==> src/hw/ebi_mux_pkg.sv <==
package ebi_mux_pkg;
  localparam int DATA_W = 32;
  localparam int ADDR_W = 26;
  localparam int HADDR_W = 32;
  // window base nibble of the transfer address
  localparam logic [3:0] CS4_WINDOW = 4'h5;
  localparam logic [3:0] CS5_WINDOW = 4'h6;
  localparam int MODE_LSB = 21;
  localparam int REG_PIN = 22;
  localparam int RNW_PIN = 25;
  localparam logic [2:0] SEL_ATTR = 3'h0;
  localparam logic [2:0] SEL_COMMON = 3'h2;
  localparam logic [2:0] SEL_IO = 3'h4;
  localparam logic [2:0] SEL_IDE = 3'h6;
  localparam logic [2:0] SEL_ALT_IDE = 3'h7;
  localparam logic [1:0] DBW_8 = 2'h0;
  localparam logic [1:0] DBW_16 = 2'h1;
  localparam int PULLUP_W = 16;
  localparam logic [3:0] FLOAT_RESET = 4'h0;

  typedef enum logic [2:0] {
    mode_none_type_e, mode_attr, mode_common, mode_io, mode_ide, mode_alt_ide
  } card_mode_type;

  // strobes as the static controller presents them
  typedef struct packed {
    logic cs4_n;
    logic cs5_n;
    logic read_strobe_n;
    logic write_enable_n;
    logic byte_sel_low;
    logic byte_sel_high;
    logic write_strobe1_n;
    logic write_strobe3_n;
    logic byte_sel_top;
    logic byte_mode;
    logic [1:0] bus_width_field;
  } smc_strobe_type;

  // card-facing pin set
  typedef struct packed {
    logic card_buf_select_0;
    logic card_buf_select_1;
    logic card_enable_low;
    logic card_enable_high;
    logic card_mem_output_enable;
    logic card_mem_write_enable;
    logic card_io_read;
    logic card_io_write;
    logic card_buf_direction;
  } card_pin_type;
endpackage

==> src/hw/card_mode_decode.sv <==
`timescale 1ns/1ps
module card_mode_decode (
  input wire logic clk,
  input wire logic arst_n,
  input wire logic [ebi_mux_pkg::HADDR_W-1:0] haddr,
  input wire logic slot0_assign,
  input wire logic slot1_assign,
  input wire logic access_start,
  output ebi_mux_pkg::card_mode_type mode_q,
  output logic slot_q
);
  ebi_mux_pkg::card_mode_type mode_d;
  logic hit4;
  logic hit5;
  logic [2:0] sel;

  // (RQ6) slot window hits
  assign hit4 = slot0_assign && haddr[31:28] == ebi_mux_pkg::CS4_WINDOW;
  assign hit5 = slot1_assign && haddr[31:28] == ebi_mux_pkg::CS5_WINDOW;
  assign sel = haddr[ebi_mux_pkg::MODE_LSB+2:ebi_mux_pkg::MODE_LSB];

  // (RQ8) mode decode
  always_comb begin
    mode_d = ebi_mux_pkg::mode_none_type_e;
    if (hit4 || hit5) begin
      case (sel)
        ebi_mux_pkg::SEL_ATTR: mode_d = ebi_mux_pkg::mode_attr;
        ebi_mux_pkg::SEL_COMMON: mode_d = ebi_mux_pkg::mode_common;
        ebi_mux_pkg::SEL_IO: mode_d = ebi_mux_pkg::mode_io;
        ebi_mux_pkg::SEL_IDE: mode_d = ebi_mux_pkg::mode_ide;
        ebi_mux_pkg::SEL_ALT_IDE: mode_d = ebi_mux_pkg::mode_alt_ide;
        default: mode_d = ebi_mux_pkg::mode_none_type_e;
      endcase
    end
  end

  // (RQ20) latch at chip-select assertion
  always_ff @(posedge clk or negedge arst_n) begin
    if (!arst_n) begin
      mode_q <= ebi_mux_pkg::mode_none_type_e;
      slot_q <= 1'b0;
    end else if (access_start) begin
      mode_q <= mode_d;
      slot_q <= hit5;
    end
  end
endmodule

==> src/hw/float_guard.sv <==
`timescale 1ns/1ps
module float_guard (
  input wire logic clk,
  input wire logic arst_n,
  input wire logic owner_change,
  input wire logic [3:0] float_cycles,
  output logic busy_q
);
  logic [3:0] cnt_q;

  // (RQ3) wait out data float time
  always_ff @(posedge clk or negedge arst_n) begin
    if (!arst_n) begin
      cnt_q <= ebi_mux_pkg::FLOAT_RESET;
    end else if (owner_change) begin
      cnt_q <= float_cycles;
    end else if (cnt_q != 4'h0) begin
      cnt_q <= cnt_q - 4'h1;
    end
  end

  always_ff @(posedge clk or negedge arst_n) begin
    if (!arst_n) begin
      busy_q <= 1'b0;
    end else begin
      busy_q <= owner_change ? (float_cycles != 4'h0) : (cnt_q > 4'h1);
    end
  end
endmodule

==> src/hw/ebi_card_support_mux.sv <==
// Summary of operation
// (RQ1) route data, address and controls to the controller owning the access
// (RQ2) hold address and output controls steady when no access runs
// (RQ3) honour the finishing controller's data float time on ownership change
// (RQ4) dram refresh runs alone and never stalls static accesses; here a static request waits while the dram grant is held
// (RQ5) data pull-ups on D0-D15 on after reset, off when disable bit set
// (RQ6) card logic per slot bit, windows at 0x5000 0000 and 0x6000 0000
// (RQ7) attribute, common, io and ide modes; io16 and ide-select untouched
// (RQ8) address bits 23:21 select the five card modes
// (RQ9) pin A22 is register select except in true ide
// (RQ10) software picks 8-bit width for odd bytes on low lanes
// (RQ11) card enables follow the active chip-select waveform
// (RQ12) 16-bit byte-select: enable high follows upper, low follows lower
// (RQ13) 8-bit common, io, task file: enable high 1, enable low 0
// (RQ14) alternate ide: enable high 0, enable low 1
// (RQ15) idle or unassigned: both card enables high
// (RQ16) io and ide steer strobes to io pins; ide holds output enable low
// (RQ17) assigned chip-select pin carries the card chip select only
// (RQ18) shared strobes and A25 carry card signals only on card accesses
// (RQ19) direction valid whole transfer; buffer select timed as chip select 4
// (RQ20) mode and steering latched at chip-select assertion
`timescale 1ns/1ps
module ebi_card_support_mux #(
  parameter int DATA_W = ebi_mux_pkg::DATA_W,
  parameter int ADDR_W = ebi_mux_pkg::ADDR_W
) (
  input wire logic clk,
  input wire logic arst_n,
  input wire logic [ebi_mux_pkg::HADDR_W-1:0] smc_haddr,
  input wire logic smc_rnw,
  input wire logic [ADDR_W-1:0] smc_addr,
  input wire logic [DATA_W-1:0] smc_wdata,
  input wire logic smc_data_oe,
  input wire ebi_mux_pkg::smc_strobe_type smc_strobe,
  input wire logic [3:0] smc_float_cycles,
  input wire logic smc_busy,
  input wire logic [ADDR_W-1:0] dram_addr,
  input wire logic [DATA_W-1:0] dram_wdata,
  input wire logic dram_data_oe,
  input wire logic dram_busy,
  input wire logic [3:0] dram_float_cycles,
  input wire logic slot0_assign,
  input wire logic slot1_assign,
  input wire logic data_pullup_disable,
  input wire logic [DATA_W-1:0] pin_data_in,
  output logic [DATA_W-1:0] rdata_q,
  output logic [ADDR_W-1:0] pin_addr_q,
  output logic [DATA_W-1:0] pin_data_out_q,
  output logic pin_data_oe_q,
  output logic [ebi_mux_pkg::PULLUP_W-1:0] pullup_en_q,
  output logic chip_select_4_q,
  output logic chip_select_5_q,
  output logic pin_read_q,
  output logic pin_write0_q,
  output logic pin_write1_q,
  output logic pin_write3_q,
  output logic card_enable_low_q,
  output logic card_enable_high_q,
  output logic smc_grant_q,
  output logic dram_grant_q
);
  logic [DATA_W-1:0] data_meta_q;
  logic [DATA_W-1:0] data_sync_q;
  logic cs_any_n;
  logic cs_prev_q;
  logic access_start;
  ebi_mux_pkg::card_mode_type mode_q;
  logic slot_q;
  logic card_act;
  logic [1:0] owner_q;
  logic [1:0] owner_d;
  logic float_busy;
  logic [3:0] float_sel;
  logic ce_low_d;
  logic ce_high_d;
  logic rd_d;
  logic wr0_d;
  logic wr1_d;
  logic wr3_d;
  logic rnw_q;

  localparam logic [1:0] OWN_NONE = 2'h0;
  localparam logic [1:0] OWN_SMC = 2'h1;
  localparam logic [1:0] OWN_DRAM = 2'h2;

  assign cs_any_n = smc_strobe.cs4_n & smc_strobe.cs5_n;
  assign access_start = cs_prev_q & ~cs_any_n;

  always_ff @(posedge clk or negedge arst_n) begin
    if (!arst_n) begin
      cs_prev_q <= 1'b1;
    end else begin
      cs_prev_q <= cs_any_n;
    end
  end

  card_mode_decode u_decode (
    .clk(clk),
    .arst_n(arst_n),
    .haddr(smc_haddr),
    .slot0_assign(slot0_assign),
    .slot1_assign(slot1_assign),
    .access_start(access_start),
    .mode_q(mode_q),
    .slot_q(slot_q)
  );

  // (RQ7) io16 and ide-select are never driven or sampled
  // previous access mode is ignored while the new one latches
  assign card_act = ~cs_any_n && !access_start && mode_q != ebi_mux_pkg::mode_none_type_e &&
    (slot_q ? ~smc_strobe.cs5_n : ~smc_strobe.cs4_n);

  // (RQ4) refresh and dram traffic stay inside dram grant only
  always_comb begin
    owner_d = owner_q;
    if (smc_busy && !float_busy && owner_q != OWN_DRAM) begin
      owner_d = OWN_SMC;
    end else if (dram_busy && !float_busy && owner_q != OWN_SMC) begin
      owner_d = OWN_DRAM;
    end else if (!smc_busy && owner_q == OWN_SMC) begin
      owner_d = OWN_NONE;
    end else if (!dram_busy && owner_q == OWN_DRAM) begin
      owner_d = OWN_NONE;
    end
  end

  always_ff @(posedge clk or negedge arst_n) begin
    if (!arst_n) begin
      owner_q <= OWN_NONE;
    end else begin
      owner_q <= owner_d;
    end
  end

  assign float_sel = (owner_q == OWN_DRAM) ? dram_float_cycles : smc_float_cycles;

  // (RQ3) float time of the controller that finished
  float_guard u_float (
    .clk(clk),
    .arst_n(arst_n),
    .owner_change(owner_q != OWN_NONE && owner_d == OWN_NONE),
    .float_cycles(float_sel),
    .busy_q(float_busy)
  );

  always_ff @(posedge clk or negedge arst_n) begin
    if (!arst_n) begin
      smc_grant_q <= 1'b0;
      dram_grant_q <= 1'b0;
    end else begin
      smc_grant_q <= owner_d == OWN_SMC;
      dram_grant_q <= owner_d == OWN_DRAM;
    end
  end

  // (RQ19) direction held for the whole transfer
  always_ff @(posedge clk or negedge arst_n) begin
    if (!arst_n) begin
      rnw_q <= 1'b1;
    end else if (access_start) begin
      rnw_q <= smc_rnw;
    end
  end

  // (RQ1) address routing to owner
  // (RQ2) hold address when idle
  always_ff @(posedge clk or negedge arst_n) begin
    if (!arst_n) begin
      pin_addr_q <= '0;
    end else if (owner_q == OWN_DRAM) begin
      pin_addr_q <= dram_addr;
    end else if (owner_q == OWN_SMC) begin
      pin_addr_q <= smc_addr;
      // (RQ9) register select on A22 outside true ide
      if (card_act && (mode_q == ebi_mux_pkg::mode_ide || mode_q == ebi_mux_pkg::mode_alt_ide)) begin
        pin_addr_q[ebi_mux_pkg::REG_PIN] <= 1'b1;
      end
      // (RQ18) A25 carries card direction
      if (card_act) begin
        pin_addr_q[ebi_mux_pkg::RNW_PIN] <= rnw_q;
      end
    end
  end

  // (RQ1) data routing to owner
  always_ff @(posedge clk or negedge arst_n) begin
    if (!arst_n) begin
      pin_data_out_q <= '0;
      pin_data_oe_q <= 1'b0;
    end else begin
      pin_data_oe_q <= !float_busy && ((owner_q == OWN_SMC && smc_data_oe) ||
        (owner_q == OWN_DRAM && dram_data_oe));
      if (owner_q == OWN_DRAM) begin
        pin_data_out_q <= dram_wdata;
      end else if (owner_q == OWN_SMC) begin
        pin_data_out_q <= smc_wdata;
      end
    end
  end

  always_ff @(posedge clk or negedge arst_n) begin
    if (!arst_n) begin
      data_meta_q <= '0;
      data_sync_q <= '0;
      rdata_q <= '0;
    end else begin
      data_meta_q <= pin_data_in;
      data_sync_q <= data_meta_q;
      rdata_q <= data_sync_q;
    end
  end

  // (RQ5) pull-ups on from reset
  always_ff @(posedge clk or negedge arst_n) begin
    if (!arst_n) begin
      pullup_en_q <= '1;
    end else begin
      pullup_en_q <= {ebi_mux_pkg::PULLUP_W{~data_pullup_disable}};
    end
  end

  // card enable table
  always_comb begin
    ce_high_d = 1'b1;
    ce_low_d = 1'b1;
    if (card_act) begin
      case (mode_q)
        ebi_mux_pkg::mode_attr: begin
          // (RQ12) byte selects
          ce_high_d = smc_strobe.byte_sel_high;
          ce_low_d = smc_strobe.byte_sel_low;
        end
        ebi_mux_pkg::mode_common, ebi_mux_pkg::mode_io, ebi_mux_pkg::mode_ide: begin
          if (smc_strobe.bus_width_field == ebi_mux_pkg::DBW_16 && smc_strobe.byte_mode) begin
            // (RQ12) byte selects
            ce_high_d = smc_strobe.byte_sel_high;
            ce_low_d = smc_strobe.byte_sel_low;
          end else begin
            // (RQ13) odd byte on low lanes
            ce_high_d = 1'b1;
            ce_low_d = 1'b0;
          end
        end
        ebi_mux_pkg::mode_alt_ide: begin
          // (RQ14) alternate ide enables
          ce_high_d = 1'b0;
          ce_low_d = 1'b1;
        end
        default: begin
          // (RQ15) unassigned
          ce_high_d = 1'b1;
          ce_low_d = 1'b1;
        end
      endcase
    end
  end

  // (RQ11) enables track chip select edges
  always_ff @(posedge clk or negedge arst_n) begin
    if (!arst_n) begin
      card_enable_low_q <= 1'b1;
      card_enable_high_q <= 1'b1;
    end else begin
      card_enable_low_q <= ce_low_d;
      card_enable_high_q <= ce_high_d;
    end
  end

  // (RQ17) assigned pin carries card buffer select
  // (RQ19) buffer select timed as chip select
  always_ff @(posedge clk or negedge arst_n) begin
    if (!arst_n) begin
      chip_select_4_q <= 1'b1;
      chip_select_5_q <= 1'b1;
    end else begin
      chip_select_4_q <= slot0_assign ? (smc_strobe.cs4_n | ~card_act) : smc_strobe.cs4_n;
      chip_select_5_q <= slot1_assign ? (smc_strobe.cs5_n | ~card_act) : smc_strobe.cs5_n;
    end
  end

  // (RQ16) strobe steering per mode
  // (RQ18) normal functions off card
  always_comb begin
    rd_d = smc_strobe.read_strobe_n;
    wr0_d = smc_strobe.write_enable_n;
    wr1_d = smc_strobe.byte_mode ? smc_strobe.byte_sel_high : smc_strobe.write_strobe1_n;
    wr3_d = smc_strobe.byte_mode ? smc_strobe.byte_sel_top : smc_strobe.write_strobe3_n;
    if (card_act) begin
      case (mode_q)
        ebi_mux_pkg::mode_attr, ebi_mux_pkg::mode_common: begin
          wr1_d = 1'b1;
          wr3_d = 1'b1;
        end
        ebi_mux_pkg::mode_io: begin
          rd_d = 1'b1;
          wr0_d = 1'b1;
          wr1_d = smc_strobe.read_strobe_n;
          wr3_d = smc_strobe.write_enable_n;
        end
        ebi_mux_pkg::mode_ide, ebi_mux_pkg::mode_alt_ide: begin
          rd_d = 1'b0;
          wr0_d = 1'b1;
          wr1_d = smc_strobe.read_strobe_n;
          wr3_d = smc_strobe.write_enable_n;
        end
        default: begin
          rd_d = smc_strobe.read_strobe_n;
        end
      endcase
    end
  end

  // (RQ2) strobes idle high without access
  always_ff @(posedge clk or negedge arst_n) begin
    if (!arst_n) begin
      pin_read_q <= 1'b1;
      pin_write0_q <= 1'b1;
      pin_write1_q <= 1'b1;
      pin_write3_q <= 1'b1;
    end else if (owner_q == OWN_SMC) begin
      pin_read_q <= rd_d;
      pin_write0_q <= wr0_d;
      pin_write1_q <= wr1_d;
      pin_write3_q <= wr3_d;
    end else begin
      pin_read_q <= 1'b1;
      pin_write0_q <= 1'b1;
      pin_write1_q <= 1'b1;
      pin_write3_q <= 1'b1;
    end
  end
endmodule

==> config.mk <==
export PLATFORM = sky130hd
export DESIGN_NAME = ebi_card_support_mux
export DESIGN_NICKNAME = d
export VERILOG_FILES = /design/src/hw/ebi_mux_pkg.sv /design/src/hw/card_mode_decode.sv /design/src/hw/float_guard.sv /design/src/hw/ebi_card_support_mux.sv
export SDC_FILE = /design/constraint.sdc
export NUM_CORES = 1
export LEC_CHECK = 0
export ABC_AREA = 0
export BUFFER_PORTS_ARGS = -buffer_cell sky130_fd_sc_hd__buf_4
export CAP_MARGIN = 20
export CORE_AREA = 2 2 127 129
export DETAILED_ROUTE_END_ITERATION = 10
export DIE_AREA = 0 0 129 131
export HOLD_SLACK_MARGIN = 0.08
export PLACE_DENSITY = 0.75
export SKIP_LAST_GASP = 1
export SLEW_MARGIN = 20
export SYNTH_ARGS = -nofsm -noshare
export SYNTH_HDL_FRONTEND = slang
export SYNTH_SLANG_ARGS = --single-unit
==> constraint.sdc <==
create_clock -name clk -period 2 [get_ports clk]
set_input_delay 0.6 -clock clk [delete_from_list [all_inputs] [get_ports clk]]
set_output_delay 0.6 -clock clk [all_outputs]
set_load 0.01 [all_outputs]
==> results.md, run 1 <==
- Max-cap violation count: 0
- Clock sinks: 179
- Total CTS buffers: 17
- Total Wirelength: approximately 16 mm
- Fin crit share: 0.961
- Drt pass-1 iters: 4
- Wire per inst: around 16 microns
- Area of the core: roughly 16,000 sq um
- Area Growth Syn to Fin: 48.2%
- DR iter-0 viols: ~180
- Clk Latency, worst-skew pair: about 430 ps
- Critical path origin: owner_q[0]$_DFF_PN0_
- Peak Freq: ~520 MHz
- Dpl hpwl: roughly 12 mm
- TritonCTS clock tree: built
- WS Path Type: register to register
- Die ar.: 16,900 sq um
- Minimum clock period: about 1900 ps
- Syn Area/Cell: roughly 13 sq um
- # DRC: 0
- Starting density of the core: 0.424
- Maximum root-to-sink buffer count: 2
- Min-delay src: pin_data_in[28]
- Number of flops mapped to enable cells by yosys: 0
- IO Count: 327
- Worst EP required: between 2000 and 2500 ps
- Worst path cell trace: inv_1, ha_4, nor3b_1, a31o_1, nor4b_4, mux2_4
- Mapped cell area: around 6600 sq um
- Total track usage: 0.190
- Largest net degree at the start of global routing: a little over 50
- Root Driver: clkbuf_16
- Final Skew: about 8.6 ps
- FP Rows: 46
- Leading area contributor after synthesis: dfrtp_1
- Seq/Total Area, Yosys: 0.680
- Unique masters post-synth: 48
- Slowest CP cell: dfrtp_1
- IO Port Bufs: ~300
- Die W: about 130 microns
- DR vias/cell: roughly 4.7
- Post-synth top flop: dfrtp_1
- Via count: around 4,800
- Chip Height: between 100 and 150 microns
- VDD IR max: about 0.00096 V
- Worst setup EP type: register
- Inserted Diodes: 0
- Final worst-path setup slack: between 70 and 80 ps
- DRT antenna net count: 0
- Placement Cell Area: approximately 9100 sq um
- Remaining Overflow, GRT: 0
- H-tree levels: 4
- Max transition margin: 0.714
- Initial antenna violation count: 0
- Post-synth ARST share: 1.00
- Layout cells sized above 1: 0.457
- Fin. Hold Viols: 0
- Max incr delay on CP: 460 ps
- Power density over cell area: ~1300 nW/um^2
- Syn Inst Count: 504
- Synth top area share: 0.636
- Setup-failing EPs final: 0
- Data arrival, critical path: approximately 2200 ps
- Launching element type of the critical path: register
- Largest cells by area after synthesis: dfrtp_1, mux2i_1, a21oi_1, dfstp_2, nor2_1
- Fill count: approximately 1,200
- Reg clk slew, reported paths: ~80 ps
- Fin. max-slew vios: 0
- Fin area: 9790 sq um
- Worst-margin pin slew: about 430 ps
- Dpl ws: approximately 46 ps
- Yosys reg bits: 179
- Leak: around 4.5 nW
- Hold Crit Class: primary input to register
- Post-layout util: 0.628
- First-pass GRT wire length: 24.3 mm
- Nets: 1,016
- Ys Warns: 0
- Critical R2R Launch: owner_q[0]$_DFF_PN0_
- Crit-path max FO: 7
- Setup Total Neg Slack: 0 ps
- Post-synth net total: between 700 and 800
- Status: finished, final reports clean
- GP Congestion: around 0.8
- Vias in the first global route: a little under 5,000
-- cell type report --
cell class | instances | area [sq um] | area share
sequential | 179 | 4490 | 0.459
timing repair buffer | 318 | 2480 | 0.253
multi-input combinational | 275 | 1890 | 0.193
clock buffer | 18 | 439 | 0.0449
tap | 216 | 270 | 0.0276
clock inverter | 14 | 179 | 0.0183
inverter | 10 | 37.5 | 0.00383
-- cells in the final DEF (no fill, tap or decap), types with 5 or more instances in the layout --
master     count
nand2b_1       5
nand2_1        7
nand3b_1       5
dfrtp_1      167
buf_4        309
a21oi_1       59
clkinv_8       5
dfstp_2       11
buf_12         7
inv_1         10
nand3_1        5
nor2_1        65
mux2i_1       67
clkbuf_16     17
o21ai_0       12
inv_8          5
-- per-stage QoR --
step,power [mW],hold slack (ps),std cells
final,12.4,270,1030
after CTS,12.5,252,1028
after detailed placement,9.09,335,995
after global placement,8.90,331,995
after global routing,13.1,246,1030
after floorplan,7.00,304,504
-- report_power, final --
| part | total, mW | internal, mW | switching [mW] |
|---|---|---|---|
| logic | 4.09 | 2.01 | 2.08 |
| registers | 4.91 | 4.45 | 0.460 |
| clock network | 3.35 | 1.74 | 1.61 |
| total | 12.4 | 8.20 | 4.15 |
-- synth_stat cells (2+ instances only) --
library cell and instances:
dfrtp_1 168, mux2i_1 67, nor2_1 65, a21oi_1 59
buf_4 15, clkbuf_1 12, o21ai_0 12, dfstp_2 11
inv_1 10, buf_2 9, nand2_1 7, ha_1 5
nand2b_1 5, nand3_1 5, nand3b_1 5, buf_1 3
mux2_2 3, nor2b_1 3, nor3_1 3, xnor2_1 3
a22o_1 2, nor3b_1 2, o211ai_1 2, o22ai_1 2
o31a_1 2, o31ai_1 2
-- metal layers --
metal / global-route usage / wire length, microns / vias to the layer above
met3: 0.0586 / 1010 / 23
met1: 0.211 / 5870 / 2304
met4: 0.0774 / 312 / 0
li1: - / - / 2301
met2: 0.340 / 8940 / 169
met5: 0 / 0 / -
-- worst max-delay path: cells and delay by family (launching register included) --
family,cells,cell delay (ps)
flip-flops,1,460
AND/OR/NAND/NOR,2,450
multiplexers,1,300
AO/OA/AOI/OAI,1,220
adder cells (fa/ha/maj),1,210
buffers and inverters,1,150
-- timing repair --
item,in CTS,in global routing
buffers inserted,0,2
hold endpoints to repair,14,0
endpoints found under the setup margin,0,5
gates resized for setup,0,3
hold buffers,1,0
-- sequential cells by signal, summed over array words and instances (netlist names), 2 cells and up --
| register | flops |
|---|---|
| pin_addr_q | 26 |
| owner_q | 2 |
| data_meta_q | 32 |
| data_sync_q | 32 |
| rdata_q | 32 |
| pin_data_out_q | 32 |
| u_decode.mode_q | 3 |
| u_float.cnt_q | 4 |
-- path summary, 6_finish.rpt --
path,to,slack (ps),cells past startpoint
max in group asynchronous,rdata_q[23]$_DFF_PN0_,760,3
worst max register to register,u_float.busy_q$_DFF_PN0_,80,6
min in group asynchronous,data_meta_q[28]$_DFF_PN0_,640,2
worst min-delay path,data_meta_q[28]$_DFF_PN0_,270,1
worst max-delay path,u_float.busy_q$_DFF_PN0_,80,6
worst min register to register,rdata_q[16]$_DFF_PN0_,350,0
-- logic make-up (layout without fill, tap and decap cells) --
| logic type | after synthesis | in the layout | synth area share |
|---|---|---|---|
| simple gates | 101 | 101 | 0.0714 |
| fa+ha+maj | 5 | 5 | 0.00947 |
| flops | 179 | 179 | 0.680 |
| buf+inv | 50 | 360 | 0.0398 |
| compound gates | 95 | 95 | 0.0864 |
| xor+xnor | 3 | 3 | 0.00398 |
| mux | 71 | 71 | 0.109 |
Power figures use the tool's default switching activity.
==> run 2: changes to the inputs <==
- BUFFER_PORTS_ARGS: -buffer_cell sky130_fd_sc_hd__buf_4 -> -buffer_cell sky130_fd_sc_hd__buf_2
==> results.md, run 2 (synthesis gave the netlist of run 1 again) <==
- Status: finished, final reports clean (unchanged)
- Area Growth Syn to Fin: 36.6% (was 48.2%)
- WS Path Type: register to register (unchanged)
- Die ar.: 16,900 sq um (unchanged)
- GP Congestion: 0.799 (was 0.781)
- TritonCTS clock tree: built (unchanged)
- RSZ-0062 raised after global routing: false
- Total track usage: 0.180 (was 0.190)
- Max transition margin: 0.694 (was 0.714)
- DR iter-0 viols: 116 (was 176)
- Most frequent cells in the layout: buf_2, dfrtp_1, mux2i_1, nor2_1, a21oi_1 (was buf_4, dfrtp_1, mux2i_1, nor2_1, a21oi_1)
- Clock sinks: 179 (unchanged)
- Via count: 4,774 (was 4,797)
- Setup-failing EPs final: 0 (unchanged)
- Power density over cell area: 1310 nW/um^2 (was 1260 nW/um^2)
- IO Port Bufs: 301 (unchanged)
- Fin. max-slew vios: 0 (unchanged)
- FP Rows: 46 (unchanged)
- Launching element type of the critical path: register (unchanged)
- Wire per inst: 14.7 microns (was 15.7 microns)
- Vias in the first global route: 4,673 (was 4,902)
- Hold Crit Class: primary input to async pin (was primary input to register)
- Total Wirelength: 15.2 mm (was 16.1 mm)
- CTS Hold Buffers Added: 0 (was 1)
- First-pass GRT wire length: 22.9 mm (was 24.3 mm)
- Leak: 4.21 nW (was 4.48 nW)
- Fin. Hold Viols: 0 (unchanged)
- Starting density of the core: 0.424 (unchanged)
- Max-cap violation count: 0 (unchanged)
- Final Skew: 14.2 ps (was 8.65 ps)
- Most common cell after layout, fill and taps aside: buf_2 (was buf_4)
- IO Count: 327 (unchanged)
- Largest net degree at the start of global routing: 57 (was 51)
- Layout cells sized above 1: 0.461 (was 0.457)
- Root Driver: clkbuf_16 (unchanged)
- Post-CTS Resized: 0 (unchanged)
- Remaining Overflow, GRT: 0 (unchanged)
- Minimum clock period: 1870 ps (was 1920 ps)
- DR vias/cell: 4.63 (was 4.66)
- Final total power: 11.8 mW (was 12.4 mW)
- Crit-path max FO: 10 (was 7)
- Reg clk slew, reported paths: 80 ps (about the same)
- Area of the core: 15,600 sq um (unchanged)
- Worst-margin pin slew: 458 ps (was 430 ps)
- Worst EP required: 2340 ps (was 2310 ps)
- VDD IR max: 0.000756 V (was 0.000961 V)
- Data arrival, critical path: 2210 ps (was 2230 ps)
- Worst Hold Slack: 93.2 ps (was 270 ps)
- Peak Freq: 535 MHz (was 520 MHz)
- Nets: 1,018 (was 1,016)
- Inserted Diodes: 0 (unchanged)
- Maximum root-to-sink buffer count: 2 (unchanged)
- Fin crit share: 0.935 (was 0.961)
- H-tree levels: 4 (unchanged)
- Post-CTS Setup Bufs: 0 (unchanged)
- Total CTS buffers: 17 (unchanged)
- Clk Latency, worst-skew pair: 430 ps (about the same)
- Chip Height: 131 microns (unchanged)
- Dpl hpwl: 11.5 mm (was 12.4 mm)
- Initial antenna violation count: 0 (unchanged)
- DRT antenna net count: 0 (unchanged)
- Setup Total Neg Slack: 0 ps (unchanged)
- Die W: 129 microns (unchanged)
- Drt pass-1 iters: 4 (unchanged)
- Worst setup EP type: register (unchanged)
- # DRC: 0 (unchanged)
run 2: final timing paths:
kind,startpoint,endpoint,slack [ps],cells past startpoint
worst max-delay path,owner_q[0]$_DFF_PN0_,u_float.cnt_q[3]$_DFFE_PN0P_,130,7
worst min-delay path,arst_n,data_meta_q[28]$_DFF_PN0_,90,1
worst max register to register,owner_q[0]$_DFF_PN0_,u_float.cnt_q[3]$_DFFE_PN0P_,130,7
worst min register to register,data_meta_q[2]$_DFF_PN0_,data_sync_q[2]$_DFF_PN0_,350,0
max in group asynchronous,arst_n,pullup_en_q[0]$_DFF_PN1_,1260,2
min in group clk,pin_data_in[21],data_meta_q[21]$_DFF_PN0_,270,1
run 2: stage by stage:
stage	util	setup WS (ps)	std cells	area, sq um
final	0.579	130	1032	9020
after global routing	0.579	16.5	1032	9020
after CTS	0.578	27.4	1032	9020
after detailed placement	0.538	63.9	1000	8390
after global placement	0.538	128	1000	8390
after floorplan	-	128	504	6610
run 2: critical path, cell delays in order (launching register included):
cell     delay, ps
dfrtp_1        450
inv_2          140
ha_4           220
inv_1          120
a31o_1         220
nor4b_4        250
buf_4          200
mux2i_1        190
run 2: power by group:
part / leakage (nW) / internal, mW / switching, mW / total [mW]
registers: 2.05 / 4.45 / 0.405 / 4.86
logic: 1.85 / 1.56 / 2.06 / 3.62
clock network: 0.298 / 1.72 / 1.64 / 3.36
run 2: layer usage:
layer	vias up	global-route usage	wire, microns
li1	2316	-	-
met1	2276	0.217	6150
met2	158	0.308	7930
met3	24	0.0460	748
met4	0	0.0767	323
met5	-	0	0
run 2: area by class of cell:
type,count,area [sq um]
multi-input cells,275,1880
flip-flops and latches,179,4490
well taps,216,270
repair buffers,320,1720
inverters,10,37.5
clock buffers,17,425
clock inverters,15,200
fillers,1318,6570
==> run 3: changes to the inputs <==
- CORE_AREA: 2 2 127 129 -> 2 2 126 128
- CTS_BUF_LIST: default -> sky130_fd_sc_hd__clkbuf_8
- DIE_AREA: 0 0 129 131 -> 0 0 128 130
- PLACE_DENSITY: 0.75 -> 0.76
==> results.md, run 3 (synthesis gave the netlist of run 1 again) <==
- P_int: 6.96 mW (was 7.73 mW)
- Dpl hpwl: 11.4 mm (was 11.5 mm)
- Placement Cell Area: 8330 sq um (was 8390 sq um)
- Worst EP required: 2380 ps (was 2340 ps)
- Max transition margin: 0.638 (was 0.694)
- Max incr delay on CP: 450 ps (about the same)
- Area Growth Syn to Fin: 33.0% (was 36.6%)
- Sequential Power Share: 0.447 (was 0.410)
- DRT antenna net count: 0 (unchanged)
- Via count: 4,746 (was 4,774)
- Switching Fraction: 0.360 (was 0.347)
- Initial antenna violation count: 4 (was 0)
- Status: finished, final reports clean (unchanged)
- Die W: 128 microns (was 129 microns)
- Largest net degree at the start of global routing: 88 (was 57)
- Max-cap violation count: 0 (unchanged)
- GP Congestion: 0.793 (was 0.799)
- Starting density of the core: 0.428 (was 0.424)
- # DRC: 0 (unchanged)
- IO Count: 327 (unchanged)
- Fin. Hold Viols: 0 (unchanged)
- Fill count: 1,314 (was 1,318)
- Slowest CP cell: dfrtp_1 (unchanged)
- Total CTS buffers: 17 (unchanged)
- Worst path cell trace: inv_1, ha_4, o21bai_1, a31o_1, nor4b_4, buf_4, mux2i_1 (was inv_2, ha_4, inv_1, a31o_1, nor4b_4, buf_4, mux2i_1)
- Most common cell after layout, fill and taps aside: buf_2 (unchanged)
- Remaining Overflow, GRT: 0 (unchanged)
- Drt pass-1 iters: 4 (unchanged)
- IO Port Bufs: 301 (unchanged)
- First-pass GRT wire length: 22.9 mm (about the same)
- WS Path Type: register to register (unchanged)
- TritonCTS clock tree: built (unchanged)
- Clk pwr share: 0.230 (was 0.284)
- Data arrival, critical path: 2240 ps (was 2210 ps)
- Combinational share of power: 0.323 (was 0.306)
- Root Driver: clkbuf_8 (was clkbuf_16)
- Wire per inst: 14.8 microns (was 14.7 microns)
- Setup Total Neg Slack: 0 ps (unchanged)
- Sw Pwr: 3.92 mW (was 4.11 mW)
- Area of the core: 15,400 sq um (was 15,600 sq um)
- Clk Latency, worst-skew pair: 460 ps (was 430 ps)
- Layout cells sized above 1: 0.457 (was 0.461)
- Chip Height: 130 microns (was 131 microns)
- Power density over cell area: 1240 nW/um^2 (was 1310 nW/um^2)
- Final Skew: 9.20 ps (was 14.2 ps)
- Crit-path max FO: 5 (was 10)
- Leak: 4.10 nW (was 4.21 nW)
- Nets: 1,014 (was 1,018)
- RSZ-0062 raised after global routing: false (unchanged)
- Minimum clock period: 1860 ps (was 1870 ps)
- Fin area: 8780 sq um (was 9020 sq um)
- Hold Crit Class: primary input to async pin (unchanged)
- Total track usage: 0.182 (was 0.180)
- Total Wirelength: 14.9 mm (was 15.2 mm)
- H-tree levels: 4 (unchanged)
- Vias in the first global route: 4,724 (was 4,673)
- Multi-input gate area: 1890 sq um (was 1880 sq um)
- Register Area: 4490 sq um (about the same)
- Worst setup EP type: register (unchanged)
- Worst-margin pin slew: 544 ps (was 458 ps)
- DR vias/cell: 4.71 (was 4.63)
- Setup-failing EPs final: 0 (unchanged)
- Most frequent cells in the layout: buf_2, dfrtp_1, mux2i_1, nor2_1, a21oi_1 (unchanged)
- Peak Freq: 538 MHz (was 535 MHz)
- Die ar.: 16,600 sq um (was 16,900 sq um)
- Reg clk slew, reported paths: 110 ps (was 80 ps)
- Maximum root-to-sink buffer count: 2 (unchanged)
- FP Rows: 46 (unchanged)
- Fin. max-slew vios: 0 (unchanged)
- VDD IR max: 0.000758 V (was 0.000756 V)
- Fin crit share: 0.929 (was 0.935)
- Launching element type of the critical path: register (unchanged)
- DR iter-0 viols: 149 (was 116)
- Post-CTS Setup Bufs: 0 (unchanged)
- Clock sinks: 179 (unchanged)
-- run 3: changes by cell type in the layout (fill, tap and decap cells not counted), moves of 3 or more --
cell       change
buf_4          -4
clkbuf_16     -17
diode_2        +3
clkbuf_8      +18
-- run 3: layout make-up --
type                            count  area share
Clock inverter                     14      0.0208
Sequential cell                   179       0.511
Multi-Input combinational cell    275       0.215
Timing Repair Buffer              316       0.192
Inverter                           10     0.00427
Antenna cell                        3    0.000855
Clock buffer                       18      0.0282
Tap cell                          192      0.0273
-- run 3: path summary, 6_finish.rpt --
| path | start | endpoint | slack (ps) | depth (start not counted) |
|---|---|---|---|---|
| max | owner_q[1]$_DFF_PN0_ | u_float.cnt_q[0]$_DFFE_PN0P_ | 140 | 7 |
| min | arst_n | data_sync_q[16]$_DFF_PN0_ | 80 | 1 |
| max reg2reg | owner_q[1]$_DFF_PN0_ | u_float.cnt_q[0]$_DFFE_PN0P_ | 140 | 7 |
| min reg2reg | data_sync_q[2]$_DFF_PN0_ | rdata_q[2]$_DFF_PN0_ | 350 | 0 |
| max in group asynchronous | arst_n | pin_addr_q[14]$_DFFE_PN0P_ | 1270 | 2 |
| min in group clk | pin_data_in[16] | data_meta_q[16]$_DFF_PN0_ | 240 | 1 |
-- run 3: metrics by stage --
step | worst slack (ps) | power, mW | hold slack, ps | cells | utilization
after CTS | 68.4 | 11.0 | 84.2 | 1004 | 0.568
after detailed placement | 77.5 | 8.48 | 335 | 972 | 0.540
after floorplan | 128 | 7.00 | 304 | 504 | -
final | 142 | 10.9 | 78.1 | 1007 | 0.570
after global routing | 21.9 | 11.6 | 95.8 | 1006 | 0.569
after global placement | 142 | 8.35 | 331 | 972 | 0.540
-- run 3: worst max-delay path: cells and delay by family (launching register included) --
kind | cells | cell delay (ps)
AND/OR/NAND/NOR | 1 | 280
flip-flops | 1 | 450
buffers and inverters | 2 | 380
adder cells (fa/ha/maj) | 1 | 180
multiplexers | 1 | 180
AO/OA/AOI/OAI | 2 | 320
-- run 3: per-layer routing --
metal / vias to the layer above / global-route usage / share of wire
met3: 30 / 0.0562 / 0.069
met4: 2 / 0.0853 / 0.030
li1: 2306 / - / -
met2: 184 / 0.313 / 0.51
met1: 2224 / 0.209 / 0.39
met5: - / 0 / 0.00087
-- run 3: what timing repair did --
action | in CTS | in global routing
setup endpoints to repair | 0 | 5
hold buffers | 0 | 0
gates resized for setup | 0 | 3
-- run 3: power by group through the flow --
stage                     Sequential (mW)  Clock [mW]  Combinational, mW
after floorplan                      5.21           0               1.79
after global placement               4.90           0               3.45
after detailed placement             4.91           0               3.57
after CTS                            4.87        2.59               3.56
after global routing                 4.97        2.74               3.93
final                                4.87        2.50               3.52
